`config.mk`:
```
export PLATFORM = sky130hd
export DESIGN_NAME = iau_core
export DESIGN_NICKNAME = d
export VERILOG_FILES = /design/src/design/iau_core.v /design/src/design/iau_mul.v
export VERILOG_INCLUDE_DIRS = /design/src /design/src/design
export SDC_FILE = /design/constraint.sdc
export NUM_CORES = 2
export LEC_CHECK = 0
export BUFFER_PORTS_ARGS = -buffer_cell sky130_fd_sc_hd__buf_2
export CAP_MARGIN = 20
export CORE_UTILIZATION = 41
export DETAILED_ROUTE_END_ITERATION = 7
export PLACE_DENSITY = 0.57
export RECOVER_POWER = 50
export SYNTH_ARGS = -nofsm -noshare
export SYNTH_HDL_FRONTEND = slang
export SYNTH_SLANG_ARGS = --single-unit
export TNS_END_PERCENT = 5
```
`constraint.sdc`:
```
create_clock -name CORE_CLK -period 24.5 [get_ports CORE_CLK]
set_input_delay 0 -clock CORE_CLK [delete_from_list [all_inputs] [get_ports CORE_CLK]]
set_output_delay 0 -clock CORE_CLK [all_outputs]
set_load 0.01 [all_outputs]
```
`src/design/iau_regs.vh`:
```
// opcode patterns and timing counts for the integer arithmetic unit
// assumes: included by the arithmetic unit files only
`ifndef IAU_REGS_VH
`define IAU_REGS_VH

// instruction encodings, ? marks register or immediate fields
`define IAU_OP_ADD      16'b0011_????_????_1100
`define IAU_OP_ADDI     16'b0111_????_????_????
`define IAU_OP_ADD_WITH_CARRY     16'b0011_????_????_1110
`define IAU_OP_ADD_CHECK_OVERFLOW     16'b0011_????_????_1111
`define IAU_OP_CMPEQI   16'b1000_1000_????_????
`define IAU_OP_CMPEQ    16'b0011_????_????_0000
`define IAU_OP_CMPHS    16'b0011_????_????_0010
`define IAU_OP_CMPGE    16'b0011_????_????_0011
`define IAU_OP_CMPHI    16'b0011_????_????_0110
`define IAU_OP_CMPGT    16'b0011_????_????_0111
`define IAU_OP_CMPPL    16'b0100_????_0001_0101
`define IAU_OP_CMPPZ    16'b0100_????_0001_0001
`define IAU_OP_CMPSTR   16'b0010_????_????_1100
`define IAU_OP_DIVSTEP  16'b0011_????_????_0100
`define IAU_OP_DIVINS   16'b0010_????_????_0111
`define IAU_OP_DIVINU   16'b0000_0000_0001_1001
`define IAU_OP_DMULS    16'b0011_????_????_1101
`define IAU_OP_DMULU    16'b0011_????_????_0101
`define IAU_OP_DECT     16'b0100_????_0001_0000
`define IAU_OP_SEXTB    16'b0110_????_????_1110
`define IAU_OP_SEXTW    16'b0110_????_????_1111
`define IAU_OP_ZEXTB    16'b0110_????_????_1100
`define IAU_OP_ZEXTW    16'b0110_????_????_1101
`define IAU_OP_PRODUCT_LOW     16'b0000_????_????_1111
`define IAU_OP_MACW     16'b0100_????_????_1111
`define IAU_OP_MULL     16'b0000_????_????_0111
`define IAU_OP_MULSW    16'b0010_????_????_1111
`define IAU_OP_MULUW    16'b0010_????_????_1110
`define IAU_OP_NEG      16'b0110_????_????_1011
`define IAU_OP_NEGATE_WITH_BORROW     16'b0110_????_????_1010
`define IAU_OP_SUB      16'b0011_????_????_1000
`define IAU_OP_SUB_WITH_BORROW     16'b0011_????_????_1010
`define IAU_OP_SUB_CHECK_UNDERFLOW     16'b0011_????_????_1011

// field positions
`define IAU_FLD_N_HI    11
`define IAU_FLD_N_LO    8
`define IAU_FLD_M_HI    7
`define IAU_FLD_M_LO    4

// execution states of the multiplies, plain and with accumulator read next
`define IAU_LONG_STATES      3'h2
`define IAU_LONG_STATES_DEP  3'h5
`define IAU_SHORT_STATES     3'h1
`define IAU_SHORT_STATES_DEP 3'h3

// address steps of the multiply-accumulates
`define IAU_PRODUCT_LOW_STEP   32'h0000_0004
`define IAU_MACW_STEP   32'h0000_0002

// reset values
`define IAU_FLAG_RST    1'b0
`define IAU_ACC_RST     32'h0000_0000

`endif

```
`src/design/iau_core.v`:
```
// integer arithmetic execution unit: decode, flag, divide signs, accumulator
// assumes: decode stage supplies register values and memory operands in the
// issue cycle and holds the instruction while BUSY is high
//
// Functional notes
// - add register or immediate into destination, flag untouched.
// - add with carry sums operands and flag, carry out to flag.
// - add with overflow check writes sum, signed overflow to flag.
// - compare equal on reg_zero versus immediate or register pair.
// - unsigned higher-or-same and higher compares set or clear flag.
// - signed greater-or-equal and greater compares set or clear flag.
// - compare positive and nonnegative test one register against zero.
// - any matching byte lane between two registers sets flag.
// - signed divide init copies both sign bits, flag gets their xor.
// - unsigned divide init clears both sign bits and flag.
// - divide step does one non-restoring step, quotient bit into flag.
// - double multiplies give full 64-bit signed or unsigned product.
// - decrement register, flag set only when result is zero.
// - sign or zero extend low byte or word into destination.
// - long multiply-accumulate adds signed 32-bit product, addresses plus 4.
// - word multiply-accumulate adds signed 16-bit product, addresses plus 2.
// - long low multiply writes only low 32 product bits.
// - 16-bit multiplies write signed or unsigned 32-bit product.
// - negate, and negate with borrow which loads borrow into flag.
// - subtract, and subtract with borrow which loads borrow into flag.
// - subtract with underflow check sets flag on signed underflow.
// - multiplies take two or one states, five or three if result read.
`timescale 1ns/1ps
`default_nettype none
`include "iau_regs.vh"

module iau_core (
  input wire CORE_CLK, // core clock, 40 MHz
  input wire RST_B, // synchronous reset, active low
  input wire INSN_VALID, // instruction offered this cycle
  input wire [15:0] INSN, // instruction code
  input wire [31:0] RN_VAL, // destination register value
  input wire [31:0] RM_VAL, // source register value
  input wire [31:0] R0_VAL, // reg_zero value
  input wire [31:0] MEM_N, // memory word at destination address
  input wire [31:0] MEM_M, // memory word at source address
  input wire NEXT_READS_ACC, // following instruction reads accumulator
  output reg WB_EN, // destination write-back strobe
  output reg [3:0] WB_IDX, // destination register index
  output reg [31:0] WB_DATA, // destination write-back data
  output reg WB2_EN, // source write-back strobe
  output reg [3:0] WB2_IDX, // source register index
  output reg [31:0] WB2_DATA, // source write-back data
  output reg COND_FLAG, // cond_flag
  output reg DIVIDEND_SIGN, // dividend_sign
  output reg DIVISOR_SIGN, // divisor_sign
  output reg [31:0] PRODUCT_HIGH, // product_high
  output reg [31:0] PRODUCT_LOW, // product_low
  output wire BUSY // stall, instruction not taken
);

  ////////////////////////////////////////////////////////////////////////////
  // helpers

  function [32:0] add33;
    input [31:0] a;
    input [31:0] b;
    input cin;
    begin
      add33 = {1'b0, a} + {1'b0, b} + {32'h0000_0000, cin};
    end
  endfunction

  function [32:0] sub33;
    input [31:0] a;
    input [31:0] b;
    input bin;
    begin
      sub33 = {1'b0, a} - {1'b0, b} - {32'h0000_0000, bin};
    end
  endfunction

  function sext_ge;
    input [31:0] a;
    input [31:0] b;
    begin
      sext_ge = ($signed(a) >= $signed(b));
    end
  endfunction

  ////////////////////////////////////////////////////////////////////////////
  // decode

  wire busy_w;
  wire take;
  wire [3:0] rn_idx;
  wire [3:0] rm_idx;
  wire [63:0] mul_p;
  wire [31:0] imm_sx;

  assign take = INSN_VALID & ~busy_w;
  assign rn_idx = INSN[`IAU_FLD_N_HI:`IAU_FLD_N_LO];
  assign rm_idx = INSN[`IAU_FLD_M_HI:`IAU_FLD_M_LO];
  assign imm_sx = {{24{INSN[7]}}, INSN[7:0]};
  assign BUSY = busy_w;

  reg wb_en_d;
  reg [31:0] wb_data_d;
  reg wb2_en_d;
  reg [31:0] wb2_data_d;
  reg flag_d;
  reg dsign_d;
  reg vsign_d;
  reg mul_start;
  reg mul_sgn;
  reg [31:0] mul_a;
  reg [31:0] mul_b;
  reg [2:0] mul_states;
  reg acc_full;
  reg acc_add;
  reg acc_low;
  reg [32:0] t33;
  reg [31:0] shl;
  reg [63:0] acc_sum;

  always @* begin
    wb_en_d = 1'b0;
    wb_data_d = 32'h0000_0000;
    wb2_en_d = 1'b0;
    wb2_data_d = 32'h0000_0000;
    flag_d = COND_FLAG;
    dsign_d = DIVIDEND_SIGN;
    vsign_d = DIVISOR_SIGN;
    mul_start = 1'b0;
    mul_sgn = 1'b1;
    mul_a = RN_VAL;
    mul_b = RM_VAL;
    mul_states = NEXT_READS_ACC ? `IAU_LONG_STATES_DEP
                                : `IAU_LONG_STATES;
    acc_full = 1'b0;
    acc_add = 1'b0;
    acc_low = 1'b0;
    t33 = 33'h0_0000_0000;
    shl = 32'h0000_0000;
    casez (INSN)
      `IAU_OP_ADD: begin
        wb_en_d = 1'b1;
        wb_data_d = RN_VAL + RM_VAL;
      end
      `IAU_OP_ADDI: begin
        wb_en_d = 1'b1;
        wb_data_d = RN_VAL + imm_sx;
      end
      `IAU_OP_ADD_WITH_CARRY: begin
        t33 = add33(RN_VAL, RM_VAL, COND_FLAG);
        wb_en_d = 1'b1;
        wb_data_d = t33[31:0];
        flag_d = t33[32];
      end
      `IAU_OP_ADD_CHECK_OVERFLOW: begin
        t33 = add33(RN_VAL, RM_VAL, 1'b0);
        wb_en_d = 1'b1;
        wb_data_d = t33[31:0];
        flag_d = (RN_VAL[31] == RM_VAL[31]) &
                 (t33[31] != RN_VAL[31]);
      end
      `IAU_OP_CMPEQI: flag_d = (R0_VAL == imm_sx);
      `IAU_OP_CMPEQ: flag_d = (RN_VAL == RM_VAL);
      `IAU_OP_CMPHS: flag_d = (RN_VAL >= RM_VAL);
      `IAU_OP_CMPHI: flag_d = (RN_VAL > RM_VAL);
      `IAU_OP_CMPGE: flag_d = sext_ge(RN_VAL, RM_VAL);
      `IAU_OP_CMPGT: flag_d = sext_ge(RN_VAL, RM_VAL) &
                              (RN_VAL != RM_VAL);
      `IAU_OP_CMPPL: flag_d = sext_ge(RN_VAL, 32'h0000_0001);
      `IAU_OP_CMPPZ: flag_d = ~RN_VAL[31];
      `IAU_OP_CMPSTR: begin
        flag_d = (RN_VAL[31:24] == RM_VAL[31:24]) |
                 (RN_VAL[23:16] == RM_VAL[23:16]) |
                 (RN_VAL[15:8] == RM_VAL[15:8]) |
                 (RN_VAL[7:0] == RM_VAL[7:0]);
      end
      `IAU_OP_DIVSTEP: begin
        // quotient bit moves in from the flag, divisor added or taken away
        shl = {RN_VAL[30:0], COND_FLAG};
        if (DIVIDEND_SIGN == DIVISOR_SIGN) begin
          t33 = sub33(shl, RM_VAL, 1'b0);
        end else begin
          t33 = add33(shl, RM_VAL, 1'b0);
        end
        wb_en_d = 1'b1;
        wb_data_d = t33[31:0];
        dsign_d = RN_VAL[31] ^ t33[32] ^ DIVISOR_SIGN;
        flag_d = ~(RN_VAL[31] ^ t33[32]);
      end
      `IAU_OP_DIVINS: begin
        dsign_d = RN_VAL[31];
        vsign_d = RM_VAL[31];
        flag_d = RN_VAL[31] ^ RM_VAL[31];
      end
      `IAU_OP_DIVINU: begin
        dsign_d = 1'b0;
        vsign_d = 1'b0;
        flag_d = 1'b0;
      end
      `IAU_OP_DMULS: begin
        mul_start = 1'b1;
        acc_full = 1'b1;
      end
      `IAU_OP_DMULU: begin
        mul_start = 1'b1;
        mul_sgn = 1'b0;
        acc_full = 1'b1;
      end
      `IAU_OP_DECT: begin
        wb_en_d = 1'b1;
        wb_data_d = RN_VAL - 32'h0000_0001;
        flag_d = (RN_VAL == 32'h0000_0001);
      end
      `IAU_OP_SEXTB: begin
        wb_en_d = 1'b1;
        wb_data_d = {{24{RM_VAL[7]}}, RM_VAL[7:0]};
      end
      `IAU_OP_SEXTW: begin
        wb_en_d = 1'b1;
        wb_data_d = {{16{RM_VAL[15]}}, RM_VAL[15:0]};
      end
      `IAU_OP_ZEXTB: begin
        wb_en_d = 1'b1;
        wb_data_d = {24'h00_0000, RM_VAL[7:0]};
      end
      `IAU_OP_ZEXTW: begin
        wb_en_d = 1'b1;
        wb_data_d = {16'h0000, RM_VAL[15:0]};
      end
      `IAU_OP_PRODUCT_LOW: begin
        mul_start = 1'b1;
        mul_a = MEM_N;
        mul_b = MEM_M;
        acc_add = 1'b1;
        wb_en_d = 1'b1;
        wb_data_d = RN_VAL + `IAU_PRODUCT_LOW_STEP;
        wb2_en_d = 1'b1;
        wb2_data_d = RM_VAL + `IAU_PRODUCT_LOW_STEP;
      end
      `IAU_OP_MACW: begin
        mul_start = 1'b1;
        mul_a = {{16{MEM_N[15]}}, MEM_N[15:0]};
        mul_b = {{16{MEM_M[15]}}, MEM_M[15:0]};
        acc_add = 1'b1;
        wb_en_d = 1'b1;
        wb_data_d = RN_VAL + `IAU_MACW_STEP;
        wb2_en_d = 1'b1;
        wb2_data_d = RM_VAL + `IAU_MACW_STEP;
      end
      `IAU_OP_MULL: begin
        mul_start = 1'b1;
        acc_low = 1'b1;
      end
      `IAU_OP_MULSW: begin
        mul_start = 1'b1;
        mul_a = {{16{RN_VAL[15]}}, RN_VAL[15:0]};
        mul_b = {{16{RM_VAL[15]}}, RM_VAL[15:0]};
        mul_states = NEXT_READS_ACC ? `IAU_SHORT_STATES_DEP
                                    : `IAU_SHORT_STATES;
        acc_low = 1'b1;
      end
      `IAU_OP_MULUW: begin
        mul_start = 1'b1;
        mul_sgn = 1'b0;
        mul_a = {16'h0000, RN_VAL[15:0]};
        mul_b = {16'h0000, RM_VAL[15:0]};
        mul_states = NEXT_READS_ACC ? `IAU_SHORT_STATES_DEP
                                    : `IAU_SHORT_STATES;
        acc_low = 1'b1;
      end
      `IAU_OP_NEG: begin
        wb_en_d = 1'b1;
        wb_data_d = 32'h0000_0000 - RM_VAL;
      end
      `IAU_OP_NEGATE_WITH_BORROW: begin
        t33 = sub33(32'h0000_0000, RM_VAL, COND_FLAG);
        wb_en_d = 1'b1;
        wb_data_d = t33[31:0];
        flag_d = t33[32];
      end
      `IAU_OP_SUB: begin
        wb_en_d = 1'b1;
        wb_data_d = RN_VAL - RM_VAL;
      end
      `IAU_OP_SUB_WITH_BORROW: begin
        t33 = sub33(RN_VAL, RM_VAL, COND_FLAG);
        wb_en_d = 1'b1;
        wb_data_d = t33[31:0];
        flag_d = t33[32];
      end
      `IAU_OP_SUB_CHECK_UNDERFLOW: begin
        t33 = sub33(RN_VAL, RM_VAL, 1'b0);
        wb_en_d = 1'b1;
        wb_data_d = t33[31:0];
        flag_d = (RN_VAL[31] != RM_VAL[31]) &
                 (t33[31] != RN_VAL[31]);
      end
      default: begin
        flag_d = COND_FLAG;
      end
    endcase
    acc_sum = {PRODUCT_HIGH, PRODUCT_LOW} + mul_p;
  end

  ////////////////////////////////////////////////////////////////////////////
  // multiplier and stall counter

  iau_mul #(
    .WIDTH(32),
    .CW(3)
  ) u_mul (
    .clk(CORE_CLK),
    .rst_b(RST_B),
    .start(take & mul_start),
    .sgn(mul_sgn),
    .a(mul_a),
    .b(mul_b),
    .states(mul_states),
    .product(mul_p),
    .busy_q(busy_w)
  );

  ////////////////////////////////////////////////////////////////////////////
  // architectural state and write-back registers

  always @(posedge CORE_CLK) begin
    if (!RST_B) begin
      WB_EN <= 1'b0;
      WB_IDX <= 4'h0;
      WB_DATA <= 32'h0000_0000;
      WB2_EN <= 1'b0;
      WB2_IDX <= 4'h0;
      WB2_DATA <= 32'h0000_0000;
      COND_FLAG <= `IAU_FLAG_RST;
      DIVIDEND_SIGN <= 1'b0;
      DIVISOR_SIGN <= 1'b0;
      PRODUCT_HIGH <= `IAU_ACC_RST;
      PRODUCT_LOW <= `IAU_ACC_RST;
    end else begin
      WB_EN <= take & wb_en_d;
      WB_IDX <= rn_idx;
      WB_DATA <= wb_data_d;
      WB2_EN <= take & wb2_en_d;
      WB2_IDX <= rm_idx;
      WB2_DATA <= wb2_data_d;
      if (take) begin
        COND_FLAG <= flag_d;
        DIVIDEND_SIGN <= dsign_d;
        DIVISOR_SIGN <= vsign_d;
        if (acc_full) begin
          PRODUCT_HIGH <= mul_p[63:32];
          PRODUCT_LOW <= mul_p[31:0];
        end else if (acc_add) begin
          PRODUCT_HIGH <= acc_sum[63:32];
          PRODUCT_LOW <= acc_sum[31:0];
        end else if (acc_low) begin
          PRODUCT_LOW <= mul_p[31:0];
        end
      end
    end
  end

endmodule // iau_core

`default_nettype wire

```
`src/design/iau_mul.v`:
```
// multiplier with issue-stall counter for the integer arithmetic unit
// assumes: operands steady during the start cycle; one clock, sync reset
`timescale 1ns/1ps
`default_nettype none

module iau_mul #(
  parameter WIDTH = 32,
  parameter CW = 3
) (
  input wire clk, // core clock
  input wire rst_b, // synchronous reset, active low
  input wire start, // multiply issued this cycle
  input wire sgn, // operands are signed
  input wire [WIDTH-1:0] a, // first operand
  input wire [WIDTH-1:0] b, // second operand
  input wire [CW-1:0] states, // execution states of this multiply
  output wire [2*WIDTH-1:0] product, // full product, combinational
  output reg busy_q // stall while further states remain
);

  reg [CW-1:0] cnt_q;
  wire [2*WIDTH-1:0] a_ext;
  wire [2*WIDTH-1:0] b_ext;
  wire [2*WIDTH-1:0] full;

  assign a_ext = {{WIDTH{sgn & a[WIDTH-1]}}, a};
  assign b_ext = {{WIDTH{sgn & b[WIDTH-1]}}, b};
  assign full = a_ext * b_ext;
  // product taken modulo 2**(2*WIDTH), exact for both signed and unsigned
  assign product = full;

  ////////////////////////////////////////////////////////////////////////////
  // counts the states after the issue state
  always @(posedge clk) begin
    if (!rst_b) begin
      cnt_q <= {CW{1'b0}};
      busy_q <= 1'b0;
    end else if (start) begin
      cnt_q <= states - {{(CW-1){1'b0}}, 1'b1};
      busy_q <= (states > {{(CW-1){1'b0}}, 1'b1});
    end else if (cnt_q != {CW{1'b0}}) begin
      cnt_q <= cnt_q - {{(CW-1){1'b0}}, 1'b1};
      busy_q <= (cnt_q > {{(CW-1){1'b0}}, 1'b1});
    end
  end

endmodule // iau_mul

`default_nettype wire

```
# After elaboration in Yosys (flattened, before gate mapping)
# Cells that the tools add are included.
dict set report word_totals {
  input_bits 180
  mem_bits_rw 0
  rom_bits 0
  latch_bits 0
  register_bits 145
  output_inout_bits 142
  n_memories 0
}
dict set report classes {
  magnitude_cmp 6
  mul 1
  eq_ne 46
  n_shift 0
  n_reduce_logical 19
  n_addsub 20
  n_div 0
  bitwise 18
  muxes 27
}
# cell count
set op_table {}
lappend op_table {{$pmux W32 S17} 1}
lappend op_table {{$pmux W32 S4} 2}
lappend op_table {{$mux W32} 5}
lappend op_table {{$eq A8 B6 Y1 const B} 18}
lappend op_table {{$add A32 B32 Y33} 2}
lappend op_table {{$mux W33} 2}
lappend op_table {{$sub A32 B32 Y33} 2}
lappend op_table {{$sub A33 B1 Y33} 2}
lappend op_table {{$add A32 B2 Y32 const B} 2}
lappend op_table {{$add A32 B3 Y32 const B} 2}
lappend op_table {{$add A32 B32 Y32} 2}
lappend op_table {{$add A64 B64 Y64} 1}
lappend op_table {{$eq A32 B32 Y1} 2}
lappend op_table {{$ge A32 B32 Y1} 2}
lappend op_table {{$mul A33 B33 Y64} 1}
lappend op_table {{$pmux W32 S2} 1}
lappend op_table {{$eq A8 B7 Y1 const B} 7}
lappend op_table {{$eq A12 B11 Y1 const B} 3}
lappend op_table {{$add A33 B1 Y33} 1}
lappend op_table {{$sub A1 B32 Y33 const A} 1}
lappend op_table {{$eq A32 B1 Y1 const B} 1}
lappend op_table {{$eq A8 B8 Y1} 4}
lappend op_table {{$ge A32 B2 Y1 const B} 1}
lappend op_table {{$gt A32 B32 Y1} 1}
lappend op_table {{31 further kinds} 71}

# Depth between registers and ports, before layout
dict set report logic_depth {
  ltp_word 8
  ltp_mapped 53
}

# Cells and area by module
# A second synthesis with hierarchy kept.
dict set report hier_totals {
  hier_cells 8191
  hier_area_um2 65607.9
}
# mod cells_per_inst seq_area_each_um2 instances area_per_inst_um2
set by_module_without_submodules {}
lappend by_module_without_submodules {iau_mul 4177 80.1 1 38155.3}
lappend by_module_without_submodules {iau_core 4014 2822.7 1 27452.6}

# Worst setup path after synthesis
# OpenSTA, ideal clock, no wires.
dict set report synth_path {
  path_type {input to register}
  startpoint {input port INSN[3]}
  endpoint {register PRODUCT_HIGH[31]}
  stages 48
  setup_time_ns 0.064
  n_path_buf 6
  path_slack_ns 11.992
  required_ns 24.436
  arrival_ns 12.445
  cell_sequence {clkbuf_1 nand3_1 nor4_1 clkbuf_1 mux2i_1 clkbuf_1 buf_1 nor2_1 fa_1 inv_1 fa_1 inv_1 fa_1 inv_1 fa_1 fa_1 inv_1 fa_1 [12 not listed] a41oi_1 o21bai_1 a311o_1 a21oi_1 xnor2_1 ha_1 clkbuf_1 a21oi_1 o21ai_0 a21oi_1 nor2_1 a2111oi_0 a41oi_1 a2111o_1 a31oi_1 o21ai_1 or4_1 nand4_1}
}
dict set report synth_between {
  elab_chain_len 8
  elab_cells_between_ends 22
  classes_between {add/sub (1); mul (1); eq/ne (6); mux (7); bitwise (2); reduce/logical (5)}
}
# element line_no
set synth_lines {}
lappend synth_lines {{start: declaration} iau_core.v:36} ;# input wire [15:0] INSN,
lappend synth_lines {{$eq A8 B6 Y1} iau_core.v:140} ;# casez (INSN)
lappend synth_lines {{$reduce_or A2 Y1 (no line)} -}
lappend synth_lines {{$mux W1} iau_core.v:140}
lappend synth_lines {{$and A1 B1 Y1 (on tied branches)} {iau_mul.v:26, iau_mul.v:27}}
lappend synth_lines {{$mul A33 B33 Y64} iau_mul.v:28} ;# assign full = a_ext * b_ext;
lappend synth_lines {{$add A64 B64 Y64} iau_core.v:302} ;# acc_sum = {PRODUCT_HIGH, PRODUCT_LOW} + mul_p;
lappend synth_lines {{$mux W32} iau_core.v:353} ;# end else if (acc_add) begin
lappend synth_lines {{$mux W32} iau_core.v:350} ;# if (acc_full) begin
lappend synth_lines {{end signal: assignment} iau_core.v:337} ;# PRODUCT_HIGH <= `IAU_ACC_RST;
lappend synth_lines {{end signal: assignment} iau_core.v:351} ;# PRODUCT_HIGH <= mul_p[63:32];
lappend synth_lines {{end signal: assignment} iau_core.v:354} ;# PRODUCT_HIGH <= acc_sum[63:32];
lappend synth_lines {{end: declaration} iau_core.v:52} ;# output reg [31:0] PRODUCT_HIGH,
# Several ways; a longest one is shown, not always the timed one. The select of a mux whose other input is x is not followed.
# A chain may end at the register's enable or synchronous reset.

# Worst setup path in the final report
dict set report layout_path {
  startpoint {input port INSN[0]}
  endpoint {register PRODUCT_HIGH[31]}
}
# The elaborated chain is that of the path after synthesis.

==> results.py <==
metrics = {
    "clock_tree": {
        "h-tree-depth": 4,
        "clk_path_buf_depth": 2,
        "cts_tree": "done",
        "cts_hold_buf": 26,
        "clk_pin_slew_ns": 0.09,
        "cts_inserted_buffers": 17,
        "insertion_delay_ns": 0.55,
        "postCtsResizedCells": 0,
        "root_buffer": "clkbuf_16",
        "post_cts_buffers": 0,
        "cts.sinks": 145,
    },
    "critical_path": {
        "worstSetupPathType": "primary input to flop",
        "crit_family": "adder cells",
        "critPathMaxFanout": 63,
        "ff2ff_path_depth": 15,
        "critPathArrivalTime_ns": 15.29,
        "r2r_setup_slack_ns": 19.50,
        "worstPathRequired_ns": 24.98,
        "crit_start": "INSN[0]",
        "critical_path.max_stage_delay_ns": 0.85,
        "cp-end-kind": "flop",
        "r2r_start": "DIVISOR_SIGN",
        "critPathMostFrequentCell": "fa_1",
        "crit_path_start_kind": "primary input",
        "crit_path_top_delay_cell": "or4_2",
        "critical_path_buf_inv_count": 10,
        "worstReg2RegEnd": "COND_FLAG",
    },
    "global_route": {
        "grtUsageMet1": 0.430,
        "grt_antenna_before_repair": 33,
        "grt_pass1_vias": 61600,
        "gr-usage-met3": 0.0581,
        "overflow": 0,
        "grt_max_degree": 64,
        "track_usage": 0.359,
        "met2_usage": 0.591,
        "grt_first_pass_wirelength_mm": 412,
        "busiest_layer": "met2",
    },
    "timing": {
        "post-route-period-util": 0.605,
        "fin_setup_tns_ns": 0,
        "layout_min_cycle_time_ns": 14.81,
        "finalClockSkew_ns": 0.0324,
        "rsz0062_at_grt": "no",
        "fmax_mhz": 67.5,
        "hold_viol_final": 0,
        "slew_violations": 30,
        "finalSetupViolations": 0,
        "worst_slew_margin_rel": -0.178,
        "worst_pin_slew_ns": 1.77,
    },
    "yosys": {
        "synth_most_common_cell": "inv_1",
        "synth_async_sr_flop_share": 0,
        "syn_inst": 8090,
        "yosysUniqueCellTypes": 92,
        "synth-seq-cells": 145,
        "ys.flop_type": "dfxtp_1",
        "synth_top_area_share": 0.354,
        "yosysSeqAreaShare": 0.0455,
        "synth.avg_cell_area_sq_um": 7.89,
        "synth_top_area_cell": "fa_1",
        "synth_warnings": 0,
        "synth_area_sq_um": 63800,
        "syn_nets": 9923,
        "ys_top_cells_by_count": "inv_1 (1294), nand2_1 (1148), fa_1 (1130), nor2_1 (749), ha_1 (523)",
        "yosys-top-cells-area": "fa_1 (35%), ha_1 (10%), inv_1 (7.6%), nand2_1 (6.8%), dfxtp_1 (4.5%)",
        "synth_edf_count": 0,
    },
    "hold_path": {
        "min-delay-path-class": "primary input to flop",
        "hold_depth": 3,
        "min_to": "WB2_DATA[22]",
        "min-delay-start": "RM_VAL[22]",
    },
    "routing": {
        "drt_pre_antenna_iters": 8,
        "routed_wl_mm": 284,
        "drc": 248,
        "drt_iter0_markers": 6118,
        "viasPerCell": 5.94,
        "wl_per_cell_um": 27.6,
        "detail-route-antenna-nets": 0,
        "vias": 61200,
    },
    "die": {
        "start_util": 0.414,
        "row_count": 144,
        "ios": 322,
        "die_x_um": 397,
        "core_area_sq_um": 154000,
        "die_h_um": 397,
        "dieArea_sq_um": 157000,
    },
    "cells_and_area": {
        "drive_gt1_frac": 0.0603,
        "areaGrowthSynthToFinish_pct": 7.88,
        "nFillCells": 15900,
        "nets": 10000,
    },
    "outcome": {
        "status": "finished with violations",
        "violations": "DRC, capacitance limit, slew limit",
    },
    "place": {
        "numPortBuffers": 321,
        "dpl.hpwl_mm": 228,
        "gp_congestion": 1.04,
    },
    "run": {
        "drv_cap": 1,
    },
}
==> cells in the final DEF, fill, tap and decap left out, types with 29 or more instances in the layout <==
cell type	instances
and2_1	37
nand2b_1	55
buf_2	185
o21ai_1	42
fa_1	1130
o21ai_0	279
o21a_1	64
o31ai_1	34
clkbuf_1	138
a311oi_1	31
or3_1	31
a31oi_1	65
buf_4	175
nand4_1	70
nand2_1	1147
inv_1	1293
xnor2_1	304
xor2_1	93
nor2_1	747
a211oi_1	64
a21o_1	124
nor3_1	130
o221ai_1	29
o211ai_1	43
nand3_1	123
ha_1	523
a221oi_1	52
nor4_1	36
dfxtp_1	145
nor2b_1	38
o21bai_1	41
a21oi_1	426
and3_1	58
==> worst max path at each step <==
| stage | end | slack [ns] | cells past startpoint |
|---|---|---|---|
| final | PRODUCT_HIGH[31] | 9.69 | 50 |
| after floorplan | PRODUCT_HIGH[31] | 11.99 | 48 |
| after CTS | PRODUCT_HIGH[31] | 9.80 | 50 |
| after detailed placement | PRODUCT_HIGH[31] | 9.23 | 50 |
| after global placement | PRODUCT_HIGH[31] | 9.33 | 50 |
| after global routing | PRODUCT_HIGH[31] | 9.06 | 50 |
==> logic make-up (layout without fill, tap and decap cells) <==
family,after synthesis,in the layout,synth area share
AOI/OAI and AO/OA,1555,1555,0.159
xor gates and xnor gates,397,397,0.0545
adders and majority gates,1653,1653,0.457
and+or+nand+nor,2585,2585,0.177
other,0,20,0
muxes,39,39,0.00617
DFF,145,145,0.0455
buffers and inverters,1716,1854,0.101
==> cell type report <==
| class | instances | area, sq um | area share |
|---|---|---|---|
| Tap cell | 2044 | 2560 | 0.0371 |
| Timing Repair Buffer | 528 | 3100 | 0.0451 |
| Inverter | 1294 | 4860 | 0.0705 |
| Sequential cell | 145 | 2900 | 0.0422 |
| Multi-Input combinational cell | 6229 | 54800 | 0.796 |
| Antenna cell | 20 | 50.0 | 0.000727 |
| Clock buffer | 18 | 439 | 0.00638 |
| Clock inverter | 14 | 144 | 0.00209 |
==> flip-flops by register name, summed over array words and instances, names as in the netlist <==
| name | flops |
|---|---|
| COND_FLAG | 1 |
| DIVIDEND_SIGN | 1 |
| DIVISOR_SIGN | 1 |
| PRODUCT_HIGH | 32 |
| PRODUCT_LOW | 32 |
| WB2_DATA | 32 |
| WB2_EN | 1 |
| WB2_IDX | 4 |
| WB_DATA | 32 |
| WB_EN | 1 |
| WB_IDX | 4 |
| u_mul.busy_q | 1 |
| u_mul.cnt_q | 3 |
==> per-layer routing <==
metal | part of all wire | routed length [um]
met5 | 0.00022 | 61
met4 | 0.081 | 22900
met3 | 0.080 | 22700
met2 | 0.47 | 133000
met1 | 0.37 | 105000
==> per-stage QoR <==
stage	cell area, sq um	cells	hold slack (ns)	setup WS [ns]	util
after global placement	68000	10200	0.216	9.33	0.441
after detailed placement	68100	10200	0.221	9.23	0.441
after CTS	68900	10300	0.00277	9.80	0.447
after floorplan	63800	8090	0.110	11.99	-
final	68900	10300	0.0484	9.69	0.447
after global routing	68800	10300	0.0455	9.06	0.446
==> worst reg2reg max path: stages (launching register included) <==
cell and delay (ns):
dfxtp_1 0.46, xor2_1 0.17, buf_4 0.29, a21oi_1 0.20, fa_1 0.46, a211oi_1 0.28, o21ai_0 0.23, a31oi_1 0.50
a31oi_1 0.38, o311a_1 0.44, o21ai_0 0.29, a21oi_1 0.15, xnor2_1 0.19, a2111oi_0 0.52, and3_1 0.23, a31oi_1 0.07
Power is not shown: default switching activity piles up to over one toggle a cycle in this logic, so the estimate is an artifact.
